File: src/cpm_pkg.sv
// Constants, register map and types for the control pin mode decoder.
package cpm_pkg;

  // Clock and timing, each time in ns as a figure, then derived cycles.
  localparam int CLK_PERIOD_NS    = 100;
  localparam int CAL_DLY_SHORT_NS = 1000;
  localparam int CAL_DLY_LONG_NS  = 100000;
  localparam int CAL_RUN_NS       = 50000;
  localparam int CNT_W            = 10;
  localparam logic [CNT_W-1:0] CAL_DLY_SHORT_CYC =
    CNT_W'((CAL_DLY_SHORT_NS + CLK_PERIOD_NS - 1) / CLK_PERIOD_NS);
  localparam logic [CNT_W-1:0] CAL_DLY_LONG_CYC =
    CNT_W'((CAL_DLY_LONG_NS + CLK_PERIOD_NS - 1) / CLK_PERIOD_NS);
  localparam logic [CNT_W-1:0] CAL_RUN_CYC =
    CNT_W'((CAL_RUN_NS + CLK_PERIOD_NS - 1) / CLK_PERIOD_NS);
  localparam logic [CNT_W-1:0] CNT_ONE  = 10'h001;
  localparam logic [CNT_W-1:0] CNT_ZERO = 10'h000;

  // Synchroniser bit positions of the pin inputs.
  localparam int SYNC_W       = 7;
  localparam int SY_ECE       = 0;
  localparam int SY_DRST      = 1;
  localparam int SY_SH_HI     = 2;
  localparam int SY_SH_LO     = 3;
  localparam int SY_RLGN      = 4;
  localparam int SY_CM_GND    = 5;
  localparam int SY_CAL_DLY   = 6;
  // Pins idle as pin control, single-ended realign and a high shared pin,
  // which is what the mode registers reset to.
  localparam logic [SYNC_W-1:0] SYNC_RST = 7'h07;

  // AHB-Lite register map, byte addresses within the decoded window.
  localparam int ADDR_W = 8;
  localparam logic [ADDR_W-1:0] CTRL_OFS   = 8'h00;
  localparam logic [ADDR_W-1:0] FSADJ_OFS  = 8'h04;
  localparam logic [ADDR_W-1:0] STATUS_OFS = 8'h08;
  localparam logic [2:0]  HSIZE_WORD = 3'h2;
  localparam logic [31:0] WORD_ZERO  = 32'h00000000;

  // Field layouts and reset values.
  localparam int CTRL_CAL_START = 0;
  localparam int FSADJ_W        = 8;
  localparam logic [FSADJ_W-1:0] FSADJ_RST = 8'h80;
  localparam int ST_CAL_ACTIVE  = 0;
  localparam int ST_EXT_MODE    = 1;
  localparam int ST_DIFF_RLGN   = 2;
  localparam int ST_RANGE_HIGH  = 3;
  localparam int ST_AC_COUPLE   = 4;
  localparam int ST_SERIAL_SEL  = 5;
  localparam int ST_ALT_REQ     = 6;
  localparam int ST_DLY_LONG    = 7;
  localparam int ST_W           = 8;

  // Calibration sequencer states, Gray coded along wait, run, idle.
  typedef enum logic [1:0] {
    CAL_WAIT = 2'h0,
    CAL_RUN  = 2'h1,
    CAL_IDLE = 2'h3
  } cpm_cal_state_e;

endpackage : cpm_pkg

File: src/cpm_control_pin_decoder.sv
// Control pin mode decoder with calibration sequencer and AHB-Lite slave.
// What this block does
// RULE1 - The calibration indicator is high exactly while calibration runs.
// RULE2 - A high extended-control select pin turns extended control off.
// RULE3 - A low extended-control select pin turns extended control on and lets the full-scale adjust register be written.
// RULE4 - The dedicated select pin overrides the shared-pin alternate select.
// RULE5 - A floating or high realign-style pin gives single-ended realign and a shared pin used for range or alternate select.
// RULE6 - A low realign-style pin makes realign differential, the shared pin being its negative half.
// RULE7 - Differential realign ignores pin range selection and forces the higher range.
// RULE8 - A grounded common-mode pin selects AC coupling, otherwise the common-mode voltage is driven for DC coupling.
// RULE9 - As range select, a low shared pin gives the reduced range and a high one the higher range.
// RULE10 - As alternate select, a mid or floating shared pin requests extended control.
// RULE11 - A floating shared pin with the select pin low makes the delay pin the serial chip select and forces the short delay.
// RULE12 - The shared pin is classed low, high or mid, and all mode bits but the common-mode drive leave as synchronised registers.
//
// Our own choices: register access over AHB-Lite and the address map.
module cpm_control_pin_decoder
  import cpm_pkg::*;
(
  // Clock and reset.
  input  wire logic               ref_clk_i,
  input  wire logic               sys_rst_i,
  // Control pins, asynchronous to the clock.
  input  wire logic               extended_ctrl_select_i,
  input  wire logic               realign_style_select_i,
  input  wire logic               shared_pin_high_i,
  input  wire logic               shared_pin_low_i,
  input  wire logic               output_clock_realign_i,
  input  wire logic               common_mode_grounded_i,
  input  wire logic               calibration_delay_select_i,
  // Resolved modes towards the converter core.
  output logic                    extended_ctrl_mode_o,
  output logic                    realign_differential_o,
  output logic                    realign_pulse_o,
  output logic                    range_high_o,
  output logic                    ac_coupling_o,
  output logic                    common_mode_out_en_o,
  output logic                    serial_chip_select_mode_o,
  output logic                    serial_chip_select_o,
  output logic                    secondary_extended_ctrl_select_o,
  output logic [FSADJ_W-1:0]      full_scale_adjust_o,
  output logic                    calibration_active_flag_o,
  // AHB-Lite slave.
  input  wire logic               hsel_i,
  input  wire logic [31:0]        haddr_i,
  input  wire logic [1:0]         htrans_i,
  input  wire logic               hwrite_i,
  input  wire logic [2:0]         hsize_i,
  input  wire logic [31:0]        hwdata_i,
  input  wire logic               hready_i,
  output logic                    hreadyout_o,
  output logic                    hresp_o,
  output logic [31:0]             hrdata_o
);

  // Pin vector gathered for the synchroniser.
  // Gathering lets one generate loop treat every pin alike.
  logic [SYNC_W-1:0] pin_vec;
  logic [SYNC_W-1:0] sync_a;
  logic [SYNC_W-1:0] sync_b;

  assign pin_vec[SY_ECE]     = extended_ctrl_select_i;
  assign pin_vec[SY_DRST]    = realign_style_select_i;
  assign pin_vec[SY_SH_HI]   = shared_pin_high_i;
  assign pin_vec[SY_SH_LO]   = shared_pin_low_i;
  assign pin_vec[SY_RLGN]    = output_clock_realign_i;
  assign pin_vec[SY_CM_GND]  = common_mode_grounded_i;
  assign pin_vec[SY_CAL_DLY] = calibration_delay_select_i;

  // Two flip-flops per pin; only sync_b is read by the decode.
  // The reset value matches the mode registers, so no false mid level
  // of the shared pin reaches the decode in the cycles after reset.
  for (genvar g = 0; g < SYNC_W; g++) begin : g_sync
    always_ff @(posedge ref_clk_i or posedge sys_rst_i) begin
      if (sys_rst_i) begin
        sync_a[g] <= SYNC_RST[g];
        sync_b[g] <= SYNC_RST[g];
      end else begin
        sync_a[g] <= pin_vec[g]; // RULE12
        sync_b[g] <= sync_a[g];
      end
    end
  end

  // Mode state registers.
  // Every mode bit but the common-mode drive leaves the block from a flip-flop of its own.
  logic ext_mode;
  logic diff_mode;
  logic rlgn_pulse;
  logic range_high;
  logic ac_mode;
  logic serial_mode;
  logic serial_cs;
  logic alt_req;
  logic dly_long;
  logic next_ext_mode;
  logic next_diff_mode;
  logic next_rlgn_pulse;
  logic next_range_high;
  logic next_ac_mode;
  logic next_serial_mode;
  logic next_serial_cs;
  logic next_alt_req;
  logic next_dly_long;
  logic sh_mid;

  // Decode the synchronised pins into mode bits.
  always_comb begin
    // Neither comparator tripped means the pin floats near mid-supply.
    sh_mid          = ~sync_b[SY_SH_HI] & ~sync_b[SY_SH_LO]; // RULE12
    next_diff_mode  = ~sync_b[SY_DRST]; // RULE5 RULE6
    // The dedicated pin alone decides; the alternate is only reported.
    next_ext_mode   = ~sync_b[SY_ECE]; // RULE2 RULE3 RULE4
    next_alt_req    = ~next_diff_mode & sh_mid; // RULE10 RULE5
    next_serial_mode = next_alt_req & ~sync_b[SY_ECE]; // RULE11
    next_serial_cs  = next_serial_mode & sync_b[SY_CAL_DLY]; // RULE11
    next_dly_long   = ~next_serial_mode & sync_b[SY_CAL_DLY]; // RULE11
    next_ac_mode    = sync_b[SY_CM_GND]; // RULE8
    // A mid shared pin leaves the last range in place, and the range
    // pin is ignored altogether while realign is differential.
    next_range_high = range_high;
    if (next_diff_mode) begin
      next_range_high = 1'b1; // RULE7
    end else if (sync_b[SY_SH_HI]) begin
      next_range_high = 1'b1; // RULE9
    end else if (sync_b[SY_SH_LO]) begin
      next_range_high = 1'b0; // RULE9
    end
    // Differential realign needs the positive half high, negative low.
    if (next_diff_mode) begin
      next_rlgn_pulse = sync_b[SY_RLGN] & sync_b[SY_SH_LO]; // RULE6
    end else begin
      next_rlgn_pulse = sync_b[SY_RLGN]; // RULE5
    end
  end

  // Register the decoded modes.
  always_ff @(posedge ref_clk_i or posedge sys_rst_i) begin
    if (sys_rst_i) begin
      ext_mode    <= 1'b0;
      diff_mode   <= 1'b0;
      rlgn_pulse  <= 1'b0;
      range_high  <= 1'b1;
      ac_mode     <= 1'b0;
      serial_mode <= 1'b0;
      serial_cs   <= 1'b0;
      alt_req     <= 1'b0;
      dly_long    <= 1'b0;
    end else begin
      ext_mode    <= next_ext_mode;
      diff_mode   <= next_diff_mode;
      rlgn_pulse  <= next_rlgn_pulse;
      range_high  <= next_range_high;
      ac_mode     <= next_ac_mode;
      serial_mode <= next_serial_mode;
      serial_cs   <= next_serial_cs;
      alt_req     <= next_alt_req;
      dly_long    <= next_dly_long;
    end
  end

  // Bus data-phase state and register file.
  // Only the low address byte is decoded, so the map repeats upwards.
  logic              dp_write;
  logic [ADDR_W-1:0] dp_addr;
  logic [FSADJ_W-1:0] fs_adjust;
  logic [31:0]       rdata;
  logic              next_dp_write;
  logic [ADDR_W-1:0] next_dp_addr;
  logic [FSADJ_W-1:0] next_fs_adjust;
  logic [31:0]       next_rdata;
  logic              addr_phase;
  logic              cal_start;
  logic [ST_W-1:0]   status_word;

  // Calibration sequencer state.
  cpm_cal_state_e   cal_state;
  cpm_cal_state_e   next_cal_state;
  logic [CNT_W-1:0] cal_cnt;
  logic [CNT_W-1:0] next_cal_cnt;
  logic [CNT_W-1:0] dly_limit;
  logic             cal_flag;
  logic             next_cal_flag;

  // Status word as seen by software.
  // Unused upper bits read as zero.
  always_comb begin
    status_word                = '0;
    status_word[ST_CAL_ACTIVE] = cal_flag;
    status_word[ST_EXT_MODE]   = ext_mode;
    status_word[ST_DIFF_RLGN]  = diff_mode;
    status_word[ST_RANGE_HIGH] = range_high;
    status_word[ST_AC_COUPLE]  = ac_mode;
    status_word[ST_SERIAL_SEL] = serial_mode;
    status_word[ST_ALT_REQ]    = alt_req;
    status_word[ST_DLY_LONG]   = dly_long;
  end

  // Address phase capture, read data and register writes.
  // Read data are formed in the address phase and registered, so they
  // stand on hrdata_o for the whole data phase without a wait state.
  always_comb begin
    addr_phase     = hsel_i & hready_i & htrans_i[1]
                     & (hsize_i == HSIZE_WORD);
    next_dp_write  = addr_phase & hwrite_i;
    next_dp_addr   = addr_phase ? haddr_i[ADDR_W-1:0] : dp_addr;
    next_rdata     = WORD_ZERO;
    if (addr_phase && !hwrite_i) begin
      case (haddr_i[ADDR_W-1:0])
        FSADJ_OFS:  next_rdata = {{(32-FSADJ_W){1'b0}}, fs_adjust};
        STATUS_OFS: next_rdata = {{(32-ST_W){1'b0}}, status_word};
        default:    next_rdata = WORD_ZERO;
      endcase
    end
    cal_start      = dp_write && (dp_addr == CTRL_OFS)
                     && hwdata_i[CTRL_CAL_START];
    next_fs_adjust = fs_adjust;
    // Pin-only control locks the adjust register against writes.
    if (dp_write && (dp_addr == FSADJ_OFS) && ext_mode) begin
      next_fs_adjust = hwdata_i[FSADJ_W-1:0]; // RULE3
    end
  end

  // Register the bus state.
  // The adjust register keeps its value through pin-only operation.
  always_ff @(posedge ref_clk_i or posedge sys_rst_i) begin
    if (sys_rst_i) begin
      dp_write  <= 1'b0;
      dp_addr   <= CTRL_OFS;
      fs_adjust <= FSADJ_RST;
      rdata     <= WORD_ZERO;
    end else begin
      dp_write  <= next_dp_write;
      dp_addr   <= next_dp_addr;
      fs_adjust <= next_fs_adjust;
      rdata     <= next_rdata;
    end
  end

  // Power-up delay then calibration; software may restart it when idle.
  // The delay limit is read every cycle, so a delay pin change during
  // the wait shortens or stretches it; a start outside idle is dropped.
  always_comb begin
    dly_limit      = dly_long ? CAL_DLY_LONG_CYC : CAL_DLY_SHORT_CYC;
    next_cal_state = cal_state;
    next_cal_cnt   = cal_cnt + CNT_ONE;
    case (cal_state)
      CAL_WAIT: begin
        if (cal_cnt >= dly_limit - CNT_ONE) begin
          next_cal_state = CAL_RUN;
          next_cal_cnt   = CNT_ZERO;
        end
      end
      CAL_RUN: begin
        if (cal_cnt >= CAL_RUN_CYC - CNT_ONE) begin
          next_cal_state = CAL_IDLE;
          next_cal_cnt   = CNT_ZERO;
        end
      end
      CAL_IDLE: begin
        next_cal_cnt = CNT_ZERO;
        if (cal_start) begin
          next_cal_state = CAL_RUN;
        end
      end
      default: begin
        next_cal_state = CAL_WAIT;
        next_cal_cnt   = CNT_ZERO;
      end
    endcase
    next_cal_flag = (next_cal_state == CAL_RUN); // RULE1
  end

  // Register the sequencer.
  // The flag is registered from the next state, so it stands exactly
  // while the state is the run state.
  always_ff @(posedge ref_clk_i or posedge sys_rst_i) begin
    if (sys_rst_i) begin
      cal_state <= CAL_WAIT;
      cal_cnt   <= CNT_ZERO;
      cal_flag  <= 1'b0;
    end else begin
      cal_state <= next_cal_state;
      cal_cnt   <= next_cal_cnt;
      cal_flag  <= next_cal_flag;
    end
  end

  // Outputs, all straight from flip-flops except the common-mode drive and the bus handshake.
  // The common-mode drive is the inverse of AC coupling, never both.
  assign extended_ctrl_mode_o             = ext_mode;
  assign realign_differential_o           = diff_mode;
  assign realign_pulse_o                  = rlgn_pulse;
  assign range_high_o                     = range_high;
  assign ac_coupling_o                    = ac_mode; // RULE8
  assign common_mode_out_en_o             = ~ac_mode; // RULE8
  assign serial_chip_select_mode_o        = serial_mode;
  assign serial_chip_select_o             = serial_cs;
  assign secondary_extended_ctrl_select_o = alt_req;
  assign full_scale_adjust_o              = fs_adjust;
  assign calibration_active_flag_o        = cal_flag; // RULE1
  assign hreadyout_o                      = 1'b1; // No wait states.
  assign hresp_o                          = 1'b0; // Always OKAY.
  assign hrdata_o                         = rdata;

endmodule : cpm_control_pin_decoder

File: config.mk
export PLATFORM = sky130hd
export DESIGN_NAME = cpm_control_pin_decoder
export DESIGN_NICKNAME = d
export VERILOG_FILES = /design/src/cpm_pkg.sv /design/src/cpm_control_pin_decoder.sv
export SDC_FILE = /design/constraint.sdc
export NUM_CORES = 1
export LEC_CHECK = 0
export ABC_AREA = 1
export ABC_CLOCK_PERIOD_IN_PS = 2000
export BUFFER_PORTS_ARGS = -buffer_cell sky130_fd_sc_hd__buf_2
export CORE_ASPECT_RATIO = 0.9
export CORE_MARGIN = 5
export CORE_UTILIZATION = 40
export CTS_BUF_LIST = sky130_fd_sc_hd__clkbuf_16
export DETAILED_ROUTE_END_ITERATION = 10
export PLACE_DENSITY = 0.73
export SLEW_MARGIN = 0
export SYNTH_ARGS = -nofsm -noshare
export SYNTH_HDL_FRONTEND = slang
export SYNTH_SLANG_ARGS = --single-unit
File: constraint.sdc
create_clock -name ref_clk_i -period 2 [get_ports ref_clk_i]
set_input_delay 0.3 -clock ref_clk_i [delete_from_list [all_inputs] [get_ports ref_clk_i]]
set_output_delay 0.3 -clock ref_clk_i [all_outputs]
set_load 0.01 [all_outputs]
==> metrics.log, run 1 <==
INFO  metric report.power.total = 0.00383 W
INFO  metric die-width = 99.7 um
INFO  metric crit_chain = inv_1, ha_1, nand2_1, inv_1, a21oi_1, nand3_1, inv_2, nand3_1, nand2_1
INFO  metric ctsResizeCount = 0
INFO  metric critPathLaunch = dly_long$_DFF_PP0_
INFO  metric outcome = complete, no violations
INFO  metric grt_max_degree = 29
INFO  metric tritoncts = done
INFO  metric worst_r2r_path_depth = 9
INFO  metric cellLeakagePower = 1.88 nW
INFO  metric post-route-drc-count = 0
INFO  metric crit_path_capture = cal_cnt[8]$_DFF_PP0_
INFO  metric worstPathRequired = 2260 ps
INFO  metric placement.setup.worst_slack = 215 ps
INFO  metric power.ir.vdd_worst = 0.000654 V
INFO  metric routed-via-count = 2180
INFO  metric critPathBufInv = 3
INFO  metric wl = 5960 um
INFO  metric row_count = 29
INFO  metric place_inst = 469
INFO  metric design.final.nets = 477
INFO  metric post_layout_nonfiller_instances = 485
INFO  metric routabilityCongestion = 0.888
INFO  metric slew_violations = 0
INFO  metric period_needed = 1780 ps
INFO  metric worst_r2r_endpoint = cal_cnt[8]$_DFF_PP0_
INFO  metric cts.hold.buffers_added = 0
INFO  metric report.final.setup_viol = 0
INFO  metric clock_insertion_delay_worst_skew = 320 ps
INFO  metric die_height = 90.7 um
INFO  metric cts_bufs_inserted = 9
INFO  metric cpPeakStageDelay = 410 ps
INFO  metric setup_total_negative_slack = 0 ps
INFO  metric grt_antenna_before_repair = 0
INFO  metric post_synth_inst_count = 322
INFO  metric crit_path_start_kind = register
INFO  metric num_io_pins = 133
INFO  metric initial_utilization = 41.2%
INFO  metric max_cap_violations = 0
INFO  metric worst-setup-path-type = reg2reg
INFO  metric timing.fmax = 563 MHz
INFO  metric critical_path.slowest_cell = sky130_fd_sc_hd__dfrtp_1
INFO  metric h_tree_lvl_count = 3
INFO  metric cts-root-buf = sky130_fd_sc_hd__clkbuf_16
INFO  metric ff2ff_setup_slack = 220 ps
INFO  metric port-buffer-count = 57
INFO  metric antenna_left = 0
INFO  metric track_usage = 13.7%
INFO  metric hold_slack = 7.02 ps
INFO  metric critPathArrivalTime = 2030 ps
INFO  metric syn_area_per_cell = 9.00 sq um
INFO  metric dp_hpwl = 4400 um
INFO  metric layout-area-overhead-vs-synth = 21.3%
INFO  metric power-per-cell-area = 1090 nW/um^2
INFO  metric critical_path_cell_count = 9
INFO  metric detail_route.iter0.violations = 125
INFO  metric path_clk_slew = 50 ps
INFO  metric synth_sequential_area_ratio = 53.0%
INFO  metric r2r-start = dly_long$_DFF_PP0_
INFO  metric grt_first_pass_wirelength = 9820 um
INFO  metric post-cts-setup-buffer-count = 0
INFO  metric post_synth_instance_area = 2900 sq um
INFO  metric num_antenna_cells = 0
INFO  metric drt-wirelength-per-cell = 12.3 um
INFO  metric design.die.area = 9050 sq um
INFO  metric vias_in_the_first_global_route = 2137
INFO  metric cts_max_path_buffers = 2
INFO  metric timing.critical_path.fanout_max = 10
INFO  metric layout_worst_path_cycle_share = 88.8%
INFO  metric worst_setup_path_end_kind = register
INFO  metric synth-seq-cells = 61
INFO  metric setup_ws = 225 ps
INFO  metric grt_util_met2 = 22.6%
INFO  metric grtUsageMet1 = 16.5%
INFO  metric floorplan.core_area = 7040 sq um
INFO  metric final.setup_skew = 5.37 ps
INFO  metric synth_cell_type_count = 31
INFO  metric holdCritPathClass = in2async
INFO  metric gr-max-usage-layer = met2
INFO  metric yosys_warnings = 0
INFO  metric cts_sinks = 61
INFO  metric headroom_to_the_max_slew_limit = 50.7%
INFO  metric grt_overflow = 0
INFO  metric detail_route.first_pass.iterations = 4
INFO  metric rsz0062_at_grt = false
INFO  metric drive_gt1_share = 26.0%
INFO  metric tightest_slew = 736 ps
INFO  metric globalRouteMet3Util = 4.56%
INFO  metric hold_viol_final = 0
INFO  metric gate_family_responsible_for_the_most_delay_along_the_worst_path = buffers and inverters
INFO  metric route.detailed.vias_per_inst = 4.49
==> through the flow <==
step	cell area, sq um	util [%]
after floorplan	2990	-
after global placement	3210	45.6
after detailed placement	3210	45.6
after CTS	3520	49.9
after global routing	3520	49.9
final	3520	49.9
==> synthesized netlist by cell type (all sizes together) <==
library cell / number / area [sq um]
buf: 30 / 215
conb: 2 / 7.51
or2: 3 / 21.3
nand3: 36 / 185
xor2: 5 / 43.8
nor3: 6 / 41.3
a211o: 1 / 8.76
nor2: 18 / 75.1
dfrtp: 53 / 1330
mux2: 2 / 22.5
o21a: 1 / 7.51
nand2: 85 / 339
nand4: 1 / 6.26
and2: 3 / 18.8
a21oi: 12 / 63.8
inv: 39 / 146
o21bai: 1 / 7.51
o21ai: 7 / 38.8
dfstp: 8 / 210
ha: 9 / 113
==> cell type report <==
class                      count  area, sq um
inverter                      39          146
clock buffer                   9          225
fill                         652         3520
sequential                    61         1540
tap                           93          116
multi-input combinational    216         1090
clock inverter                 7         81.3
timing repair buffer          60          320
==> how the worst min path moves through the flow <==
stage                                        end  slack [ps]
after global routing      dp_addr[0]$_DFFE_PP0P_          50
after detailed placement  next_ac_mode$_DFF_PP0_         330
final                        sync_b[3]$_DFF_PP0_           7
after floorplan              sync_a[0]$_DFF_PP1_         300
after global placement       sync_b[3]$_DFF_PP0_         330
after CTS                 next_ac_mode$_DFF_PP0_          20
==> sequential cells by signal, summed over array words and instances, names as in the netlist, 2 cells and up <==
register and count:
full_scale_adjust_o 8, sync_a 7, cal_state 2, dp_addr 8, cal_cnt 10, sync_b 6
hrdata_o 8
==> power breakdown <==
group / internal [W] / total [W] / switching [W] / leakage [nW]
clock network: 0.00107 / 0.00158 / 0.000508 / 0.155
logic: 0.000267 / 0.000726 / 0.000459 / 0.993
registers: 0.00138 / 0.00152 / 0.000136 / 0.736
==> placed cells by master (no fill, tap or decap), drive strengths merged <==
cell type  count
clkbuf         9
mux2           2
and2           3
o21a           1
inv           40
o21bai         1
a21oi         12
clkinv         4
dfstp          8
xor2           5
conb          26
bufinv         2
nand4          1
buf           60
a211o          1
nand2         85
o21ai          7
dfrtp         53
nor3           6
or2            3
nand3         36
ha             9
nor2          18
==> cell families (layout without fill, tap and decap cells) <==
family,count (synthesis),count (layout),share of synthesized area (%)
other cells,2,26,0.259
flops,61,61,53.0
simple gates,152,152,23.7
buf+inv,69,115,12.5
fa+ha+maj,9,9,3.89
compound gates,22,22,4.36
mux,2,2,0.777
xor+xnor,5,5,1.51
==> metal layers <==
layer	wire (um)	share of wire, %
met4	79	1.3
met3	414	6.9
met5	0	0
met2	2970	50
met1	2500	42
No activity file was read; power rests on OpenSTA's default activity.
==> run 2: changes to the inputs <==
--- a/config.mk
+++ b/config.mk
@@ -10,3 +10,2 @@
 export BUFFER_PORTS_ARGS = -buffer_cell sky130_fd_sc_hd__buf_2
-export CORE_ASPECT_RATIO = 0.9
 export CORE_MARGIN = 5
@@ -15,3 +14,3 @@
 export DETAILED_ROUTE_END_ITERATION = 10
-export PLACE_DENSITY = 0.73
+export PLACE_DENSITY_LB_ADDON = 0.08
 export SLEW_MARGIN = 0
--- a/constraint.sdc
+++ b/constraint.sdc
@@ -3,2 +3,2 @@
 set_output_delay 0.3 -clock ref_clk_i [all_outputs]
-set_load 0.01 [all_outputs]
+set_load 0.02 [all_outputs]
==> run 2 against run 1 <==
Effect of this change:
- clock-buffer cell count unchanged
- flip-flop and latch count unchanged
- highest routed layer unchanged
- sequential power about the same
- total power is 0.26% higher
- critical path depth stayed put
- sequential share of layout area about the same
- first-iteration DRC count fell by 31%
==> metrics.log, run 2 (synthesized netlist as in run 1, its figures left out) <==
INFO  metric outcome = complete, no violations (unchanged)
INFO  metric rsz0062_at_grt = false (unchanged)
INFO  metric ff2ff_setup_slack = 270 ps (was 220 ps)
INFO  metric max_cap_violations = 0 (unchanged)
INFO  metric final.setup_skew = 7.58 ps (was 5.37 ps)
INFO  metric clock_insertion_delay_worst_skew = 330 ps (was 320 ps)
INFO  metric hold_viol_final = 0 (unchanged)
INFO  metric grt_max_degree = 38 (was 29)
INFO  metric path_clk_slew = 60 ps (was 50 ps)
INFO  metric timing.fmax = 578 MHz (was 563 MHz)
INFO  metric row_count = 31 (was 29)
INFO  metric floorplan.core_area = 7140 sq um (was 7040 sq um)
INFO  metric grt_util_met2 = 24.4% (was 22.6%)
INFO  metric power.ir.vdd_worst = 0.000735 V (was 0.000654 V)
INFO  metric vias_in_the_first_global_route = 2154 (was 2137)
INFO  metric antenna_left = 0 (unchanged)
INFO  metric grt_first_pass_wirelength = 10200 um (was 9820 um)
INFO  metric port-buffer-count = 57 (unchanged)
INFO  metric initial_utilization = 40.6% (was 41.2%)
INFO  metric track_usage = 15.1% (was 13.7%)
INFO  metric h_tree_lvl_count = 3 (unchanged)
INFO  metric tritoncts = done (unchanged)
INFO  metric design.final.nets = 476 (was 477)
INFO  metric globalRouteMet3Util = 5.52% (was 4.56%)
INFO  metric layout-area-overhead-vs-synth = 21.4% (was 21.3%)
INFO  metric num_antenna_cells = 0 (unchanged)
INFO  metric ctsResizeCount = 0 (unchanged)
INFO  metric die_height = 95.1 um (was 90.7 um)
INFO  metric detail_route.first_pass.iterations = 4 (unchanged)
INFO  metric slew_violations = 0 (unchanged)
INFO  metric layout_worst_path_cycle_share = 86.5% (was 88.8%)
INFO  metric grtUsageMet1 = 18.5% (was 16.5%)
INFO  metric power-per-cell-area = 1090 nW/um^2 (about the same)
INFO  metric drive_gt1_share = 26.9% (was 26.0%)
INFO  metric num_io_pins = 133 (unchanged)
INFO  metric cts_max_path_buffers = 2 (unchanged)
INFO  metric hold_slack = 0.0479 ps (was 7.02 ps)
INFO  metric cpPeakStageDelay = 430 ps (was 410 ps)
INFO  metric critPathArrivalTime = 1990 ps (was 2030 ps)
INFO  metric grt_antenna_before_repair = 0 (unchanged)
INFO  metric crit_chain = inv_2, ha_1, nand2_1, inv_1, a21oi_1, nand3_1, inv_2, nand3_1, nand2_1 (was inv_1, ha_1, nand2_1, inv_1, a21oi_1, nand3_1, inv_2, nand3_1, nand2_1)
INFO  metric setup_total_negative_slack = 0 ps (unchanged)
INFO  metric detail_route.iter0.violations = 86 (was 125)
INFO  metric route.detailed.vias_per_inst = 4.41 (was 4.49)
INFO  metric dp_hpwl = 4400 um (about the same)
INFO  metric period_needed = 1730 ps (was 1780 ps)
INFO  metric layout_common_cells = sky130_fd_sc_hd__nand2_1, sky130_fd_sc_hd__buf_2, sky130_fd_sc_hd__dfrtp_1 (unchanged)
INFO  metric cts_sinks = 61 (unchanged)
INFO  metric report.final.setup_viol = 0 (unchanged)
INFO  metric final_design_utilization = 49.3% (was 49.9%)
INFO  metric holdCritPathClass = in2async (unchanged)
INFO  metric cts-root-buf = sky130_fd_sc_hd__clkbuf_16 (unchanged)
INFO  metric worst-setup-path-type = reg2reg (unchanged)
INFO  metric cts_bufs_inserted = 9 (unchanged)
INFO  metric timing.critical_path.fanout_max = 10 (unchanged)
INFO  metric worst_setup_path_end_kind = register (unchanged)
INFO  metric grt_overflow = 0 (unchanged)
INFO  metric placedInstanceArea = 3210 sq um (unchanged)
INFO  metric headroom_to_the_max_slew_limit = 52.8% (was 50.7%)
INFO  metric largest_register = cal_cnt (unchanged)
INFO  metric post-route-drc-count = 0 (unchanged)
INFO  metric cellLeakagePower = 1.87 nW (was 1.88 nW)
INFO  metric routed-via-count = 2159 (was 2180)
INFO  metric final_common_cell = sky130_fd_sc_hd__nand2_1 (unchanged)
INFO  metric die-width = 95.1 um (was 99.7 um)
INFO  metric critical_path.slowest_cell = sky130_fd_sc_hd__dfrtp_1 (unchanged)
INFO  metric largest_register_ffs = 10 (unchanged)
INFO  metric wl = 6080 um (was 5960 um)
INFO  metric cts.hold.buffers_added = 0 (unchanged)
INFO  metric layout.cell_area.non_filler = 3520 sq um (about the same)
INFO  metric drt-wirelength-per-cell = 12.4 um (was 12.3 um)
INFO  metric crit_path_start_kind = register (unchanged)
INFO  metric worstPathRequired = 2260 ps (about the same)
INFO  metric design.die.area = 9050 sq um (about the same)
INFO  metric tightest_slew = 705 ps (was 736 ps)
INFO  metric routabilityCongestion = 0.796 (was 0.888)
INFO  metric post-cts-setup-buffer-count = 0 (unchanged)
INFO  metric gr-max-usage-layer = met2 (unchanged)
## run 2: layout make-up
class,instances,area (sq um)
inverters,39,146
fillers,734,3620
repair buffers,59,313
clock buffers,9,225
well taps,99,124
multi-input cells,216,1090
flip-flops and latches,61,1540
clock inverters,7,82.6
## run 2: worst paths after layout
check                      cells after the start                                 end                start
min                                            2           realign_pulse_o$_DFF_PP0_            sys_rst_i
max reg2reg                                    9                cal_cnt[1]$_DFF_PP0_   dly_long$_DFF_PP0_
max in group asynchronous                      3  full_scale_adjust_o[7]$_DFFE_PP1P_            sys_rst_i
min in group ref_clk_i                         1                 sync_a[2]$_DFF_PP1_    shared_pin_high_i
min reg2reg                                    0              next_ac_mode$_DFF_PP0_  sync_a[5]$_DFF_PP0_
max                                            9                cal_cnt[1]$_DFF_PP0_   dly_long$_DFF_PP0_
## run 2: metal layers
layer | wire length (um) | vias to the layer above
met2 | 3020 | 52
met1 | 2600 | 1009
met5 | 0 | -
li1 | - | 1092
met4 | 80 | 0
met3 | 384 | 6
## run 2: power by group
part	leakage, nW	switching (W)	internal (W)
sequential	0.736	0.000134	0.00138
clock	0.145	0.000601	0.000983
combinational	0.987	0.000472	0.000262
## run 2: metrics by stage
step	setup WS [ps]	instances	total power, W
floorplan	200	346	0.00212
global placement	193	474	0.00226
detailed placement	171	474	0.00228
CTS	158	490	0.00389
global route	73.0	490	0.00409
finish	270	490	0.00384
## run 2: worst max-delay path: cells and delay by family, from the launching register on
family | cells | cell delay, ps
compound gates | 1 | 160
simple gates | 4 | 400
buf+inv | 3 | 350
fa+ha+maj | 1 | 320
flops | 1 | 430
